**config.mk**
```make
export PLATFORM = sky130hd
export DESIGN_NAME = frame_decoder
export DESIGN_NICKNAME = d
export VERILOG_FILES = /design/src/hdl/slot_store.v /design/src/hdl/frame_decoder.v
export VERILOG_INCLUDE_DIRS = /design/src /design/src/common
export SDC_FILE = /design/constraint.sdc
export NUM_CORES = 2
export LEC_CHECK = 0
export BUFFER_PORTS_ARGS = -buffer_cell sky130_fd_sc_hd__buf_2
export CAP_MARGIN = 0
export CORE_ASPECT_RATIO = 0.9
export CORE_MARGIN = 2
export CORE_UTILIZATION = 40
export CTS_CLUSTER_DIAMETER = 60
export DETAILED_ROUTE_END_ITERATION = 16
export PLACE_DENSITY = 0.53
export SLEW_MARGIN = 20
export SYNTH_ARGS = -nofsm -noshare
export SYNTH_HDL_FRONTEND = slang
export SYNTH_SLANG_ARGS = --single-unit
```
**constraint.sdc**
```tcl
create_clock -name clk -period 17.2 [get_ports clk]
set_clock_uncertainty 0.1 [all_clocks]
set_input_delay 0.86 -clock clk [delete_from_list [all_inputs] [get_ports clk]]
set_output_delay 0.86 -clock clk [all_outputs]
set_load 0.02 [all_outputs]
```
**src/common/frame_map.vh**
```
`ifndef FRAME_MAP_VH
`define FRAME_MAP_VH

////////////////////////////////////////////////////////////////
// host frame bytes and configuration byte fields
`define START_BYTE      8'h55
`define CFG_CONFIG_BIT  7
`define CFG_EXT_BIT     6
`define CFG_ECHO_BIT    5
`define CFG_TCLR_BIT    4
`define SEL_RATE        4'h1
`define SEL_FILTER      4'h2
`define SEL_PRESET      4'h3
`define SEL_STAMP_OFF   4'h4
`define SEL_PIN         4'h5
`define SEL_BINARY      4'h6
`define SEL_ASCII       4'h7

////////////////////////////////////////////////////////////////
// payload lengths in bytes and the standard id limit
`define LEN_RATE        5'h01
`define LEN_FILTER      5'h10
`define LEN_PRESET      5'h02
`define LEN_PIN         5'h04
`define LEN_CAN_HEAD    5'h05
`define DLC_MAX         4'h8
`define STD_ID_MAX      32'h000007ff

////////////////////////////////////////////////////////////////
// bit-rate table, kbit/s
`define RATE_1          11'h014
`define RATE_2          11'h032
`define RATE_3          11'h064
`define RATE_4          11'h07d
`define RATE_5          11'h0fa
`define RATE_6          11'h1f4
`define RATE_7          11'h3e8

////////////////////////////////////////////////////////////////
// timestamp timer
`define CLK_PERIOD_NS   20
`define STAMP_TICK_NS   1000000
`define STAMP_WRAP      16'hea5f

////////////////////////////////////////////////////////////////
// receive modes
`define RXM_ALL_FILT    2'h0
`define RXM_STD_ONLY    2'h1
`define RXM_EXT_ONLY    2'h2
`define RXM_ANY         2'h3

////////////////////////////////////////////////////////////////
// apb register byte offsets and fields
`define REG_CTRL        8'h00
`define REG_STATUS      8'h04
`define REG_STAMP       8'h08
`define REG_SLOT_CTRL   8'h0c
`define REG_SLOT_ID     8'h10
`define REG_SLOT_DLC    8'h14
`define REG_SLOT_DHI    8'h18
`define REG_SLOT_DLO    8'h1c
`define SLOT_SEL_BIT    0
`define SLOT_REL_BIT    1
`define SLOT_W          99

`endif

```
**src/hdl/slot_store.v**
```verilog
`include "frame_map.vh"

// two receive slots, registered read port
module slot_store (
	// clock, no reset
	input  wire                 clk,
	// write port
	input  wire                 wr_en,
	input  wire                 wr_addr,
	input  wire [`SLOT_W-1:0]   wr_data,
	// read port
	input  wire                 rd_addr,
	output reg  [`SLOT_W-1:0]   rd_data
);

	reg [`SLOT_W-1:0] mem_reg [0:1];

	always @(posedge clk) begin
		if (wr_en) begin
			mem_reg[wr_addr] <= wr_data;
		end
		rd_data <= mem_reg[rd_addr];
	end

endmodule

```
**src/hdl/frame_decoder.v**
```verilog
// Contract
// RL1: every frame starts with byte 0x55
// RL2: second byte is the configuration byte
// RL3: bit 7 picks configuration or CAN payload
// RL4: CAN frame: id4, length, 1-8 data, checksum
// RL5: format, echo, timer-clear only in CAN frames
// RL6: bit 6 extended; long id forces extended
// RL7: bit 5 echoes the host message back
// RL8: bit 4 clears and starts 16-bit timer
// RL9: bits 3-0 pick the setting in config frames
// RL10: bit-rate command 0x81, one code byte
// RL11: codes 1-7 map 20k to 1M
// RL12: two receive slots, two masks, two filters
// RL13: assembly buffer always takes next message
// RL14: accepted message to slot 0, else slot 1
// RL15: mode 00: filters decide, enable picks format
// RL16: modes 01/10: standard or extended only
// RL17: mode 11: store all, errored ones too
// RL18: masked bits must equal filter bits
// RL19: filter command 0x82: 8 filter, 8 mask bytes
// RL20: host link runs at 115.2 kbit/s
// RL21: checksum is byte sum of prior bytes
// RL22: bad start, sum or selector drops frame
//
// Design decisions made here: the placing of the registers and the APB slave port.
`include "frame_map.vh"

module frame_decoder #(
	parameter TICK_CYCLES = `STAMP_TICK_NS / `CLK_PERIOD_NS
) (
	// clock and reset
	input  wire         clk,
	input  wire         nrst,
	// apb slave
	input  wire         psel,
	input  wire         penable,
	input  wire         pwrite,
	input  wire [7:0]   paddr,
	input  wire [31:0]  pwdata,
	output reg  [31:0]  prdata,
	output reg          pready,
	output reg          pslverr,
	// host byte stream in; the 115.2 kbit/s line is decoded upstream [RL20]
	input  wire         host_valid,
	input  wire [7:0]   host_byte,
	// echo byte stream out, to the serial sender
	output reg          echo_valid,
	output reg  [7:0]   echo_byte,
	// message to the can bus
	output reg          can_tx_valid,
	output reg  [28:0]  can_tx_id,
	output reg          can_tx_ext,
	output reg  [3:0]   can_tx_dlc,
	output reg  [63:0]  can_tx_data,
	// message from the can bus
	input  wire         bus_msg_valid,
	input  wire         bus_msg_err,
	input  wire [28:0]  bus_msg_id,
	input  wire         bus_msg_ext,
	input  wire [3:0]   bus_msg_dlc,
	input  wire [63:0]  bus_msg_data,
	// settings
	output reg  [2:0]   rate_code,
	output reg  [10:0]  rate_kbps,
	output reg          ascii_mode,
	output reg          stamp_on,
	output reg  [15:0]  stamp_value,
	output reg  [31:0]  pin_code,
	output reg          pin_update
);

	localparam ST_IDLE = 4'b0001;
	localparam ST_CFG  = 4'b0010;
	localparam ST_BODY = 4'b0100;
	localparam ST_SUM  = 4'b1000;

	////////////////////////////////////////////////////////////////
	// host frame parser
	reg [3:0]   state_reg;
	reg [7:0]   cfg_reg;
	reg [7:0]   sum_reg;
	reg [4:0]   cnt_reg;
	reg [4:0]   len_reg;
	reg [127:0] pay_reg;
	reg         exec_reg;

	wire        is_cfg  = cfg_reg[`CFG_CONFIG_BIT];
	wire [4:0]  cnt_inc = cnt_reg + 5'h01;
	wire [4:0]  left_sh = 5'h10 - len_reg;
	// first payload byte lands in the top byte
	wire [127:0] aligned = pay_reg << {left_sh, 3'b000};

	always @(posedge clk) begin
		if (!nrst) begin
			state_reg <= ST_IDLE;
			cfg_reg   <= 8'h00;
			sum_reg   <= 8'h00;
			cnt_reg   <= 5'h00;
			len_reg   <= 5'h00;
			pay_reg   <= 128'h0;
			exec_reg  <= 1'b0;
		end else begin
			exec_reg <= 1'b0;
			if (host_valid) begin
				case (state_reg)
				ST_IDLE: begin
					// anything but the start byte is skipped while hunting
					if (host_byte == `START_BYTE) begin // [RL1] [RL22]
						sum_reg   <= host_byte;
						state_reg <= ST_CFG;
					end
				end
				ST_CFG: begin
					cfg_reg <= host_byte; // [RL2]
					sum_reg <= sum_reg + host_byte;
					cnt_reg <= 5'h00;
					pay_reg <= 128'h0;
					if (host_byte[`CFG_CONFIG_BIT]) begin // [RL3]
						case (host_byte[3:0]) // [RL9]
						`SEL_RATE: begin // [RL10]
							len_reg   <= `LEN_RATE;
							state_reg <= ST_BODY;
						end
						`SEL_FILTER: begin // [RL19]
							len_reg   <= `LEN_FILTER;
							state_reg <= ST_BODY;
						end
						`SEL_PRESET: begin
							len_reg   <= `LEN_PRESET;
							state_reg <= ST_BODY;
						end
						`SEL_PIN: begin
							len_reg   <= `LEN_PIN;
							state_reg <= ST_BODY;
						end
						`SEL_STAMP_OFF, `SEL_BINARY, `SEL_ASCII: begin
							len_reg   <= 5'h00;
							state_reg <= ST_SUM;
						end
						default: begin
							state_reg <= ST_IDLE; // [RL22]
						end
						endcase
					end else begin
						len_reg   <= `LEN_CAN_HEAD; // [RL4]
						state_reg <= ST_BODY;
					end
				end
				ST_BODY: begin
					pay_reg <= {pay_reg[119:0], host_byte};
					sum_reg <= sum_reg + host_byte;
					cnt_reg <= cnt_inc;
					if (!is_cfg && cnt_reg == 5'h04) begin
						// length byte: only 1..8 data bytes are legal
						if (host_byte[7:4] != 4'h0 || host_byte[3:0] == 4'h0 ||
								host_byte[3:0] > `DLC_MAX) begin // [RL4]
							state_reg <= ST_IDLE;
						end else begin
							len_reg <= `LEN_CAN_HEAD + {1'b0, host_byte[3:0]};
						end
					end else if (cnt_inc == len_reg) begin
						state_reg <= ST_SUM;
					end
				end
				ST_SUM: begin
					exec_reg  <= (host_byte == sum_reg); // [RL21] [RL22]
					sum_reg   <= host_byte;
					state_reg <= ST_IDLE;
				end
				default: begin
					state_reg <= ST_IDLE;
				end
				endcase
			end
		end
	end

	////////////////////////////////////////////////////////////////
	// frame execution
	reg  [31:0] filt_reg [0:3];
	reg  [15:0] tick_reg;
	wire        can_frame = exec_reg && !is_cfg;
	wire        cfg_frame = exec_reg && is_cfg;
	wire [31:0] raw_id    = aligned[127:96];
	wire        long_id   = raw_id > `STD_ID_MAX;

	always @(posedge clk) begin
		if (!nrst) begin
			can_tx_valid <= 1'b0;
			can_tx_id    <= 29'h0;
			can_tx_ext   <= 1'b0;
			can_tx_dlc   <= 4'h0;
			can_tx_data  <= 64'h0;
			rate_code    <= 3'h0;
			rate_kbps    <= 11'h0;
			ascii_mode   <= 1'b0;
			stamp_on     <= 1'b0;
			stamp_value  <= 16'h0;
			tick_reg     <= 16'h0;
			pin_code     <= 32'h0;
			pin_update   <= 1'b0;
			filt_reg[0]  <= 32'h0;
			filt_reg[1]  <= 32'h0;
			filt_reg[2]  <= 32'h0;
			filt_reg[3]  <= 32'h0;
		end else begin
			can_tx_valid <= can_frame; // [RL3]
			pin_update   <= 1'b0;
			if (stamp_on) begin
				if (tick_reg == TICK_CYCLES - 1) begin
					tick_reg    <= 16'h0;
					stamp_value <= (stamp_value == `STAMP_WRAP) ? 16'h0 :
						stamp_value + 16'h0001;
				end else begin
					tick_reg <= tick_reg + 16'h0001;
				end
			end
			if (can_frame) begin
				can_tx_id   <= raw_id[28:0];
				can_tx_ext  <= cfg_reg[`CFG_EXT_BIT] | long_id; // [RL5] [RL6]
				can_tx_dlc  <= aligned[91:88];
				can_tx_data <= aligned[87:24];
				if (cfg_reg[`CFG_TCLR_BIT]) begin // [RL5] [RL8]
					stamp_value <= 16'h0;
					tick_reg    <= 16'h0;
					stamp_on    <= 1'b1;
				end
			end
			// format, echo and timer-clear bits are not looked at here
			if (cfg_frame) begin // [RL5]
				case (cfg_reg[3:0]) // [RL9]
				`SEL_RATE: begin
					// unknown code keeps the old rate
					case (aligned[127:120]) // [RL11]
					8'h01: rate_kbps <= `RATE_1;
					8'h02: rate_kbps <= `RATE_2;
					8'h03: rate_kbps <= `RATE_3;
					8'h04: rate_kbps <= `RATE_4;
					8'h05: rate_kbps <= `RATE_5;
					8'h06: rate_kbps <= `RATE_6;
					8'h07: rate_kbps <= `RATE_7;
					default: rate_kbps <= rate_kbps;
					endcase
					if (aligned[127:120] != 8'h00 && aligned[127:123] == 5'h00) begin
						rate_code <= aligned[122:120]; // [RL10]
					end
				end
				`SEL_FILTER: begin // [RL19]
					filt_reg[0] <= aligned[127:96];
					filt_reg[1] <= aligned[95:64];
					filt_reg[2] <= aligned[63:32];
					filt_reg[3] <= aligned[31:0];
				end
				`SEL_PRESET: begin
					stamp_value <= aligned[127:112];
					tick_reg    <= 16'h0;
					stamp_on    <= 1'b1;
				end
				`SEL_STAMP_OFF: stamp_on <= 1'b0;
				`SEL_PIN: begin
					pin_code   <= aligned[127:96];
					pin_update <= 1'b1;
				end
				`SEL_BINARY: ascii_mode <= 1'b0;
				`SEL_ASCII: ascii_mode <= 1'b1;
				default: ascii_mode <= ascii_mode;
				endcase
			end
		end
	end

	////////////////////////////////////////////////////////////////
	// echo: replays a checked CAN frame byte by byte
	reg [143:0] echo_sr_reg;
	reg [4:0]   echo_left_reg;
	reg [7:0]   echo_sum_reg;

	always @(posedge clk) begin
		if (!nrst) begin
			echo_sr_reg   <= 144'h0;
			echo_left_reg <= 5'h00;
			echo_sum_reg  <= 8'h00;
			echo_valid    <= 1'b0;
			echo_byte     <= 8'h00;
		end else begin
			echo_valid <= 1'b0;
			if (can_frame && cfg_reg[`CFG_ECHO_BIT]) begin // [RL5] [RL7]
				echo_sr_reg   <= {`START_BYTE, cfg_reg, aligned};
				echo_left_reg <= len_reg + 5'h03;
				echo_sum_reg  <= sum_reg;
			end else if (echo_left_reg != 5'h00) begin // [RL7]
				echo_valid    <= 1'b1;
				echo_byte     <= (echo_left_reg == 5'h01) ? echo_sum_reg :
					echo_sr_reg[143:136];
				echo_sr_reg   <= {echo_sr_reg[135:0], 8'h00};
				echo_left_reg <= echo_left_reg - 5'h01;
			end
		end
	end

	////////////////////////////////////////////////////////////////
	// assembly buffer and acceptance
	reg         asm_valid_reg;
	reg         asm_err_reg;
	reg [28:0]  asm_id_reg;
	reg         asm_ext_reg;
	reg [3:0]   asm_dlc_reg;
	reg [63:0]  asm_data_reg;
	reg [1:0]   rxm_reg;
	reg [1:0]   slot_full_reg;
	reg         slot_sel_reg;
	wire [1:0]  hit;
	wire [`SLOT_W-1:0] slot_rd;

	// no back-pressure: a new message simply replaces the old one
	always @(posedge clk) begin
		if (!nrst) begin
			asm_valid_reg <= 1'b0;
			asm_err_reg   <= 1'b0;
			asm_id_reg    <= 29'h0;
			asm_ext_reg   <= 1'b0;
			asm_dlc_reg   <= 4'h0;
			asm_data_reg  <= 64'h0;
		end else begin
			asm_valid_reg <= bus_msg_valid; // [RL13]
			if (bus_msg_valid) begin
				asm_err_reg  <= bus_msg_err;
				asm_id_reg   <= bus_msg_id;
				asm_ext_reg  <= bus_msg_ext;
				asm_dlc_reg  <= bus_msg_dlc;
				asm_data_reg <= bus_msg_data;
			end
		end
	end

	// standard ids sit in the top 11 bits of the 29-bit key
	wire [28:0] msg_key = asm_ext_reg ? asm_id_reg : {asm_id_reg[10:0], 18'h0};

	genvar gi;
	generate
		for (gi = 0; gi < 2; gi = gi + 1) begin : accept
			wire [31:0] f  = filt_reg[gi];
			wire [31:0] m  = filt_reg[gi + 2];
			wire [28:0] fk = {f[23:16], f[31:29], f[25:24], f[7:0], f[15:8]};
			wire [28:0] mk = {m[23:16], m[31:29], m[25:24], m[7:0], m[15:8]};
			wire [28:0] mu = asm_ext_reg ? mk : {mk[28:18], 18'h0};
			wire        extended_id_enable = f[27];
			wire        fmt_ok = (rxm_reg == `RXM_ALL_FILT) ? (extended_id_enable == asm_ext_reg) :
				(rxm_reg == `RXM_STD_ONLY) ? (!extended_id_enable && !asm_ext_reg) :
				(extended_id_enable && asm_ext_reg); // [RL15] [RL16]
			assign hit[gi] = fmt_ok && (((msg_key ^ fk) & mu) == 29'h0); // [RL18] [RL12]
		end
	endgenerate

	wire take_any = (rxm_reg == `RXM_ANY); // [RL17]
	wire accepted = asm_valid_reg && (take_any || (!asm_err_reg && (hit != 2'b00)));
	wire to_slot0 = !slot_full_reg[0]; // [RL14]
	wire store_en = accepted && (slot_full_reg != 2'b11);

	slot_store u_slots (
		.clk     (clk),
		.wr_en   (store_en),
		.wr_addr (!to_slot0),
		.wr_data ({asm_err_reg, asm_ext_reg, asm_id_reg, asm_dlc_reg, asm_data_reg}),
		.rd_addr (slot_sel_reg),
		.rd_data (slot_rd)
	);

	////////////////////////////////////////////////////////////////
	// apb slave
	wire setup   = psel && !penable;
	wire wr_take = psel && penable && pready && pwrite;
	wire release_hit = wr_take && (paddr == `REG_SLOT_CTRL) && pwdata[`SLOT_REL_BIT];
	reg  [31:0] rd_mux;
	reg         rd_ok;

	always @* begin
		rd_ok  = 1'b1;
		rd_mux = 32'h0;
		case (paddr)
		`REG_CTRL:      rd_mux = {30'h0, rxm_reg};
		`REG_STATUS:    rd_mux = {25'h0, rate_code, ascii_mode, stamp_on, slot_full_reg};
		`REG_STAMP:     rd_mux = {16'h0, stamp_value};
		`REG_SLOT_CTRL: rd_mux = {31'h0, slot_sel_reg};
		`REG_SLOT_ID:   rd_mux = {1'b0, slot_rd[98:68]};
		`REG_SLOT_DLC:  rd_mux = {28'h0, slot_rd[67:64]};
		`REG_SLOT_DHI:  rd_mux = slot_rd[63:32];
		`REG_SLOT_DLO:  rd_mux = slot_rd[31:0];
		default:        rd_ok  = 1'b0;
		endcase
	end

	always @(posedge clk) begin
		if (!nrst) begin
			pready        <= 1'b0;
			prdata        <= 32'h0;
			pslverr       <= 1'b0;
			rxm_reg       <= `RXM_ALL_FILT;
			slot_sel_reg  <= 1'b0;
			slot_full_reg <= 2'b00;
		end else begin
			// answer is prepared in setup so access ends at its first edge
			pready  <= setup;
			pslverr <= setup && !rd_ok;
			prdata  <= (setup && !pwrite) ? rd_mux : 32'h0;
			if (wr_take && paddr == `REG_CTRL) begin
				rxm_reg <= pwdata[1:0];
			end
			if (wr_take && paddr == `REG_SLOT_CTRL) begin
				slot_sel_reg <= pwdata[`SLOT_SEL_BIT];
			end
			// a store in the release cycle still sees the slot full, so it goes to the other slot or is dropped
			slot_full_reg[0] <= (store_en && to_slot0) ||
				(slot_full_reg[0] && !(release_hit && !slot_sel_reg)); // [RL14]
			slot_full_reg[1] <= (store_en && !to_slot0) ||
				(slot_full_reg[1] && !(release_hit && slot_sel_reg)); // [RL14]
		end
	end

endmodule

```
# Word-level counts from Yosys, hierarchy flattened
# Memories as Yosys holds them, arrays and structs flattened. A register that Yosys moved wholly into a read port is not among the register bits.
# Cells that the tools add are included.
# Widths: inputs -> output; s select.
[word_totals] mem_bits_ro=0 reg_bits=644 n_memories=2 mem_bits_rw=326 output_inout_bits=207 elab_cells=253 latchBits=0
[op_classes] div=0 n_addsub=8 multipliers=0 shifts=1 bitwise_logic=11 mux=62 n_reduce_logical=79 eq_ne=50 magnitude_cmp=2
[memory_table] name="u_slots.mem_reg" words=2 width=99 read_ports=1 rd_ports_with_merged_regs=1 wr=1 line="slot_store.v:16" text="reg [`SLOT_W-1:0] mem_reg [0:1];"
[memory_table] name="filt_reg" words=4 width=32 read_ports=4 rd_ports_with_merged_regs=0 wr=4 line="frame_decoder.v:180" text="reg [31:0] filt_reg [0:3];"
[ops] operator="$mux 143" n=2
[ops] operator="$pmux 128 s2" n=1
[ops] operator="$pmux 32 s8" n=1
[ops] operator="$mux 16" n=13
[ops] operator="$mux 32" n=4
[ops] operator="$shl 128x8->128" n=1
[ops] operator="$pmux 11 s7" n=1
[ops] operator="$and 29x29->29" n=2
[ops] operator="$logic_not 29->1" n=2
[ops] operator="$xor 29x29->29" n=2
[ops] operator="$eq 8x3->1 const B" n=5
[ops] operator="$eq 4x3->1 const B" n=9
[ops] operator="$mux 18" n=2
[ops] operator="$add 16x1->16 const B" n=2
[ops] operator="$eq 16x16->1 const B" n=2
[ops] operator="$eq 8x5->1 const B" n=4
[ops] operator="$gt 32x11->1 const B" n=1
[ops] operator="$logic_and 1x1->1" n=29
[ops] operator="$mux 29" n=1
[ops] operator="$mux 5" n=5
[ops] operator="$pmux 5 s5" n=1
[ops] operator="$pmux 8 s3" n=1
[ops] operator="$eq 4x2->1 const B" n=5
[ops] operator="$mux 4" n=5
[ops] operator="other kinds (51)" n=112

# Depth between registers and ports, before layout
# An unclocked memory read counts as a cell.
[depth] depth_word=13 ltp_mapped=21 mapped_depth_nobuf=10

# By module
# From an unflattened synthesis, not the netlist that was laid out.
[unflattened] cells_unflattened=4351 area_unflattened_um2=44915.6
[modules_own_cells] mod="frame_decoder" area_per_inst_um2=35749.3 instances=1 cells_each=3942 seq_area_each_um2=16415.7
[modules_own_cells] mod="slot_store" area_per_inst_um2=9166.3 instances=1 cells_each=409 seq_area_each_um2=7927.6

# Least setup slack after synthesis
# No wires, ideal clock.
[synth_path] path_kind="register -> register" from="register cfg_reg[7]" to="memory filt_reg[0][0] (enable)" setup_ns=0.768 slack_ns=7.062 stages_incl_launch_ff=3 arrival_ns=9.270 synth_period_minus_slack_ns=10.138 path_cell_list="dfxtp_1 -> nand4b_1 -> o31ai_1"
[synth_lines] element="start, declared" line="frame_decoder.v:80" text="reg [7:0] cfg_reg;"
[synth_lines] element="start signal, assigned" line="frame_decoder.v:114" text="cfg_reg <= host_byte;"
[synth_lines] element="end, declared" line="frame_decoder.v:180"

# Worst setup path in the final report
[layout_path] from="register len_reg[0]" to="register can_tx_ext"
[layout_via] elab_chain_cells=4
[layout_lines] element="start, declared" line="frame_decoder.v:83" text="reg [4:0] len_reg;"
[layout_lines] element="start signal, assigned" line="frame_decoder.v:121" text="len_reg <= `LEN_RATE;"
[layout_lines] element="start signal, assigned" line="frame_decoder.v:125" text="len_reg <= `LEN_FILTER;"
[layout_lines] element="start signal, assigned" line="frame_decoder.v:129" text="len_reg <= `LEN_PRESET;"
[layout_lines] element="$sub 5x5->5" line="frame_decoder.v:89" text="wire [4:0] left_sh = 5'h10 - len_reg;"
[layout_lines] element="$shl 128x8->128" line="frame_decoder.v:91" text="wire [127:0] aligned = pay_reg << {left_sh, 3'b000};"
[layout_lines] element="$gt 32x11->1 (no source line)"
[layout_lines] element="$or 1x1->1" line="frame_decoder.v:220" text="can_tx_ext <= cfg_reg[`CFG_EXT_BIT] | long_id;"
[layout_lines] element="end signal, assigned" line="frame_decoder.v:220"
[layout_lines] element="end, declared" line="frame_decoder.v:52" text="output reg can_tx_ext,"
# Every way passes these cells.
# A chain may end at the register's enable or synchronous reset.

==> run_results.csv <==
group,metric,value,unit
outcome,outcome,"finished, final reports clean",
floorplanning,floorplan.die.width,357.8,µm
sta,highest_attainable_clock_frequency,171.5,MHz
clock_tree,clock_tree.root_cell,"sky130_fd_sc_hd__clkbuf_16",
route,via_per_inst,5.609,
power_and_ir_drop,power.density,110.8,nW/µm²
clock_tree,htree_num_levels,3,
yosys,synth_top_family_by_area,"simple AND/OR/NAND/NOR gates",
yosys,count_of_flip_flops_with_a_built_in_enable_after_synthesis,316,
sta,totalNegativeSetupSlack,0,ns
sta,final.period_utilization,0.3390,
route,drt_pass1_iterations,6,
final_layout,design.final.nets,4744,
clock_tree,post_cts.repair.setup_buffers,0,
global_route,via_count_of_the_first_global_routing_pass,32240,
sta,finalSetupViolations,0,
place,post-dp-hpwl,102400,µm
clock_tree,cts_bufs_inserted,115,
yosys,synth_flop_cell,"sky130_fd_sc_hd__dfxtp_1",
final_layout,layoutNonFillerInstCount,6148,
sta,timing.final.max_slew_violations,0,
clock_tree,clock_tree.buffer_depth,3,
yosys,yosys-mux-area-fraction,0.1158,
place,finalWeightedCongestion,0.9306,
final_layout,syn_to_final_growth,14.75,%
sta,worst_pin_slew,1.275,ns
yosys,synth_xor_xnor_area_share,0.02024,
sta,final-hold-violation-count,0,
critical_path,cp-start-kind,"register",
sta,period_needed,5.832,ns
job,max_cap_viol_count,0,
critical_path,endpoint_kind,"register",
yosys,synth_top_cell_area_share,0.3295,
yosys,syn_area,45070,µm²
sta,slew_headroom,0.1471,
route,vias,34480,
floorplanning,floorplan.initialDensity,0.4044,
floorplanning,floorplan.io_pins,361,
final_layout,area_used_by_multi_input_combinational_logic,19280,µm²
sta,timing.hold.ws,0.2208,ns
yosys,synth-warning-count,0,
global_route,grt.total_usage,0.2580,
global_route,antenna_violations_before_repair,7,
yosys,synth-seq-area-share,0.5401,
floorplanning,area_inside_the_core_boundary,111500,µm²
final_layout,flip_flop_count_of_the_largest_register_after_layout,198,
clock_tree,clkSinkCount,1058,
power_and_ir_drop,vdd_ir_drop_max,0.1114,mV
clock_tree,clk_pin_slew,0.06,ns
route,postRouteWirelength,152100,µm
clock_tree,cts_tree,"yes",
place,io_buffers,329,
global_route,grt_remaining_overflow,0,
floorplanning,placementRows,116,
yosys,ys_async_sr_fraction,0,
final_layout,post_route_cells_drive_above_1_share,0.1818,
global_route,grt_pass1_wl,219500,µm
floorplanning,die-area,115400,µm²
place,placedCellCount,5925,
clock_tree,post_cts_resized,0,
route,drc,0,
critical_path,cp.required,17.72,ns
critical_path,setup.worst_path.class,"register to register",
yosys,netlist.top_cell.by_area,"sky130_fd_sc_hd__dfxtp_1",
yosys,synthesis.nets,4574,
yosys,synth_seq_cells,1058,
floorplanning,die_h,322.5,µm
yosys,synth_simple_gate_area_share,0.1515,
worst_hold_path,class_of_the_most_critical_hold_timing_path,"primary input to register",
final_layout,fillCellCount,10610,
yosys,postSynthCellCount,4397,
yosys,netlist-cell-type-count,109,
critical_path,critical_path.max_fanout,46,
route,route.detailed.wl_per_inst,24.75,µm
clock_tree,holdBufCountCts,0,
yosys,synth_compound_area_frac,0.1286,
yosys,synth_area_per_cell,10.25,µm²
yosys,synth.top_cells.by_area,"sky130_fd_sc_hd__dfxtp_1 (33%), sky130_fd_sc_hd__edfxtp_1 (21%), sky130_fd_sc_hd__nand2_1 (5.4%), sky130_fd_sc_hd__nor2_1 (5.1%), sky130_fd_sc_hd__mux2i_1 (4.9%)",
yosys,synth_fa_ha_area_frac,0.006551,
final_layout,post_route_core_utilization,0.4640,
sta,rsz0062_at_grt,"false",
global_route,grt_start_max_net_pins,191,
power_and_ir_drop,power.leakage,0.01833,µW
final_layout,seqCellArea,24350,µm²
route,drt_iter0_drc,3931,
route,drtAntennaViolNets,0,
critical_path,worstPathArrival,6.36,ns
clock_tree,clk-insertion-delay-late,0.79,ns
[per-stage QoR]
step           power, µW  instance area [µm²]  setup slack (ns)
2_1_floorplan       3077                45070             7.062
3_3_place_gp        3248                47790             11.60
3_5_place_dp        3251                47790             11.56
4_1_cts             5768                51700             11.56
5_1_grt             5912                51720             11.18
6_report            5729                51720             11.37
[critical path: stages (launching register included)]
cell and delay [ns]:
sky130_fd_sc_hd__dfxtp_4 0.74, sky130_fd_sc_hd__inv_2 0.52, sky130_fd_sc_hd__ha_4 0.74, sky130_fd_sc_hd__buf_4 0.60, sky130_fd_sc_hd__mux2_2 0.41, sky130_fd_sc_hd__a22oi_1 0.76
sky130_fd_sc_hd__nor2_1 0.07, sky130_fd_sc_hd__a21oi_1 0.63, sky130_fd_sc_hd__a211oi_2 0.18, sky130_fd_sc_hd__buf_4 0.23, sky130_fd_sc_hd__nor4_2 0.49, sky130_fd_sc_hd__a31oi_1 0.16
[placed cells by master, fill, tap and decap left out, types with 12 or more instances in the layout]
master                      count
sky130_fd_sc_hd__a211oi_1      88
sky130_fd_sc_hd__a21oi_1      226
sky130_fd_sc_hd__a222oi_1      29
sky130_fd_sc_hd__a22oi_1      185
sky130_fd_sc_hd__a311oi_1      75
sky130_fd_sc_hd__a31oi_1       12
sky130_fd_sc_hd__and2_1        49
sky130_fd_sc_hd__and3_1        63
sky130_fd_sc_hd__buf_2        328
sky130_fd_sc_hd__buf_4         67
sky130_fd_sc_hd__clkbuf_1      26
sky130_fd_sc_hd__clkbuf_16    115
sky130_fd_sc_hd__clkbuf_8      19
sky130_fd_sc_hd__clkinv_2      18
sky130_fd_sc_hd__dfxtp_1      739
sky130_fd_sc_hd__edfxtp_1     316
sky130_fd_sc_hd__ha_1          21
sky130_fd_sc_hd__inv_1         36
sky130_fd_sc_hd__mux2_2       137
sky130_fd_sc_hd__mux2i_1      221
sky130_fd_sc_hd__mux4_2        54
sky130_fd_sc_hd__nand2_1      641
sky130_fd_sc_hd__nand2b_1      12
sky130_fd_sc_hd__nand3_1       57
sky130_fd_sc_hd__nand4_1       14
sky130_fd_sc_hd__nor2_1       606
sky130_fd_sc_hd__nor2b_1       15
sky130_fd_sc_hd__nor3_1        52
sky130_fd_sc_hd__o21a_1        28
sky130_fd_sc_hd__o21ai_0       45
sky130_fd_sc_hd__o22ai_1       17
sky130_fd_sc_hd__xnor2_1       71
sky130_fd_sc_hd__xor2_1        22
[report_power, final]
group | switching, µW | total, µW | internal (µW)
logic | 394 | 525 | 130
registers | 43.8 | 2670 | 2630
clock network | 1080 | 2530 | 1450
[synthesized netlist by cell type, types with 29 or more instances]
cell                         n
sky130_fd_sc_hd__mux2i_1   221
sky130_fd_sc_hd__o21ai_0    47
sky130_fd_sc_hd__dfxtp_1   742
sky130_fd_sc_hd__nor3_1     57
sky130_fd_sc_hd__a21oi_1   228
sky130_fd_sc_hd__nand2_1   644
sky130_fd_sc_hd__mux4_2     54
sky130_fd_sc_hd__edfxtp_1  316
sky130_fd_sc_hd__nand3_1    59
sky130_fd_sc_hd__xnor2_1    73
sky130_fd_sc_hd__clkbuf_1  256
sky130_fd_sc_hd__a222oi_1   29
sky130_fd_sc_hd__mux2_2    137
sky130_fd_sc_hd__a311oi_1   75
sky130_fd_sc_hd__nor2_1    609
sky130_fd_sc_hd__inv_1      36
sky130_fd_sc_hd__buf_2      30
sky130_fd_sc_hd__and3_1     63
sky130_fd_sc_hd__a211oi_1   88
sky130_fd_sc_hd__and2_1     51
sky130_fd_sc_hd__a22oi_1   185
[path summary, 6_finish.rpt]
| path | start | to | slack [ns] | depth (start not counted) |
|---|---|---|---|---|
| worst max-delay path | len_reg[0] | can_tx_ext | 11.37 | 11 |
| worst min-delay path | bus_msg_data[28] | asm_data_reg[28] | 0.22 | 3 |
| worst max register to register | len_reg[0] | can_tx_ext | 11.37 | 11 |
| worst min register to register | asm_data_reg[7] | u_slots.mem_reg[0][7] | 0.31 | 0 |
[logic make-up after synthesis]
group | Yosys count
XOR/XNOR | 100
AND/OR/NAND/NOR | 1591
buffers and inverters | 382
multiplexers | 422
other | 1
AO/OA/AOI/OAI | 820
flip-flops | 1058
adder cells (fa/ha/maj) | 23
[metal layers]
layer	GRT usage	vias up	wire length, µm
met1	0.3611	17020	67390
li1	-	16060	-
met5	0	-	0
met2	0.3894	1180	67170
met3	0.06042	219	12230
met4	0.09000	0	5363
[layout make-up]
class / count / area share
inverter: 38 / 0.002903
antenna: 4 / 0.0001935
timing repair buffer: 397 / 0.04207
tap: 1475 / 0.03568
multi-input combinational: 2957 / 0.3728
clock buffer: 160 / 0.06258
sequential: 1058 / 0.4708
clock inverter: 59 / 0.01294
No activity file was read; power rests on OpenSTA's default activity.
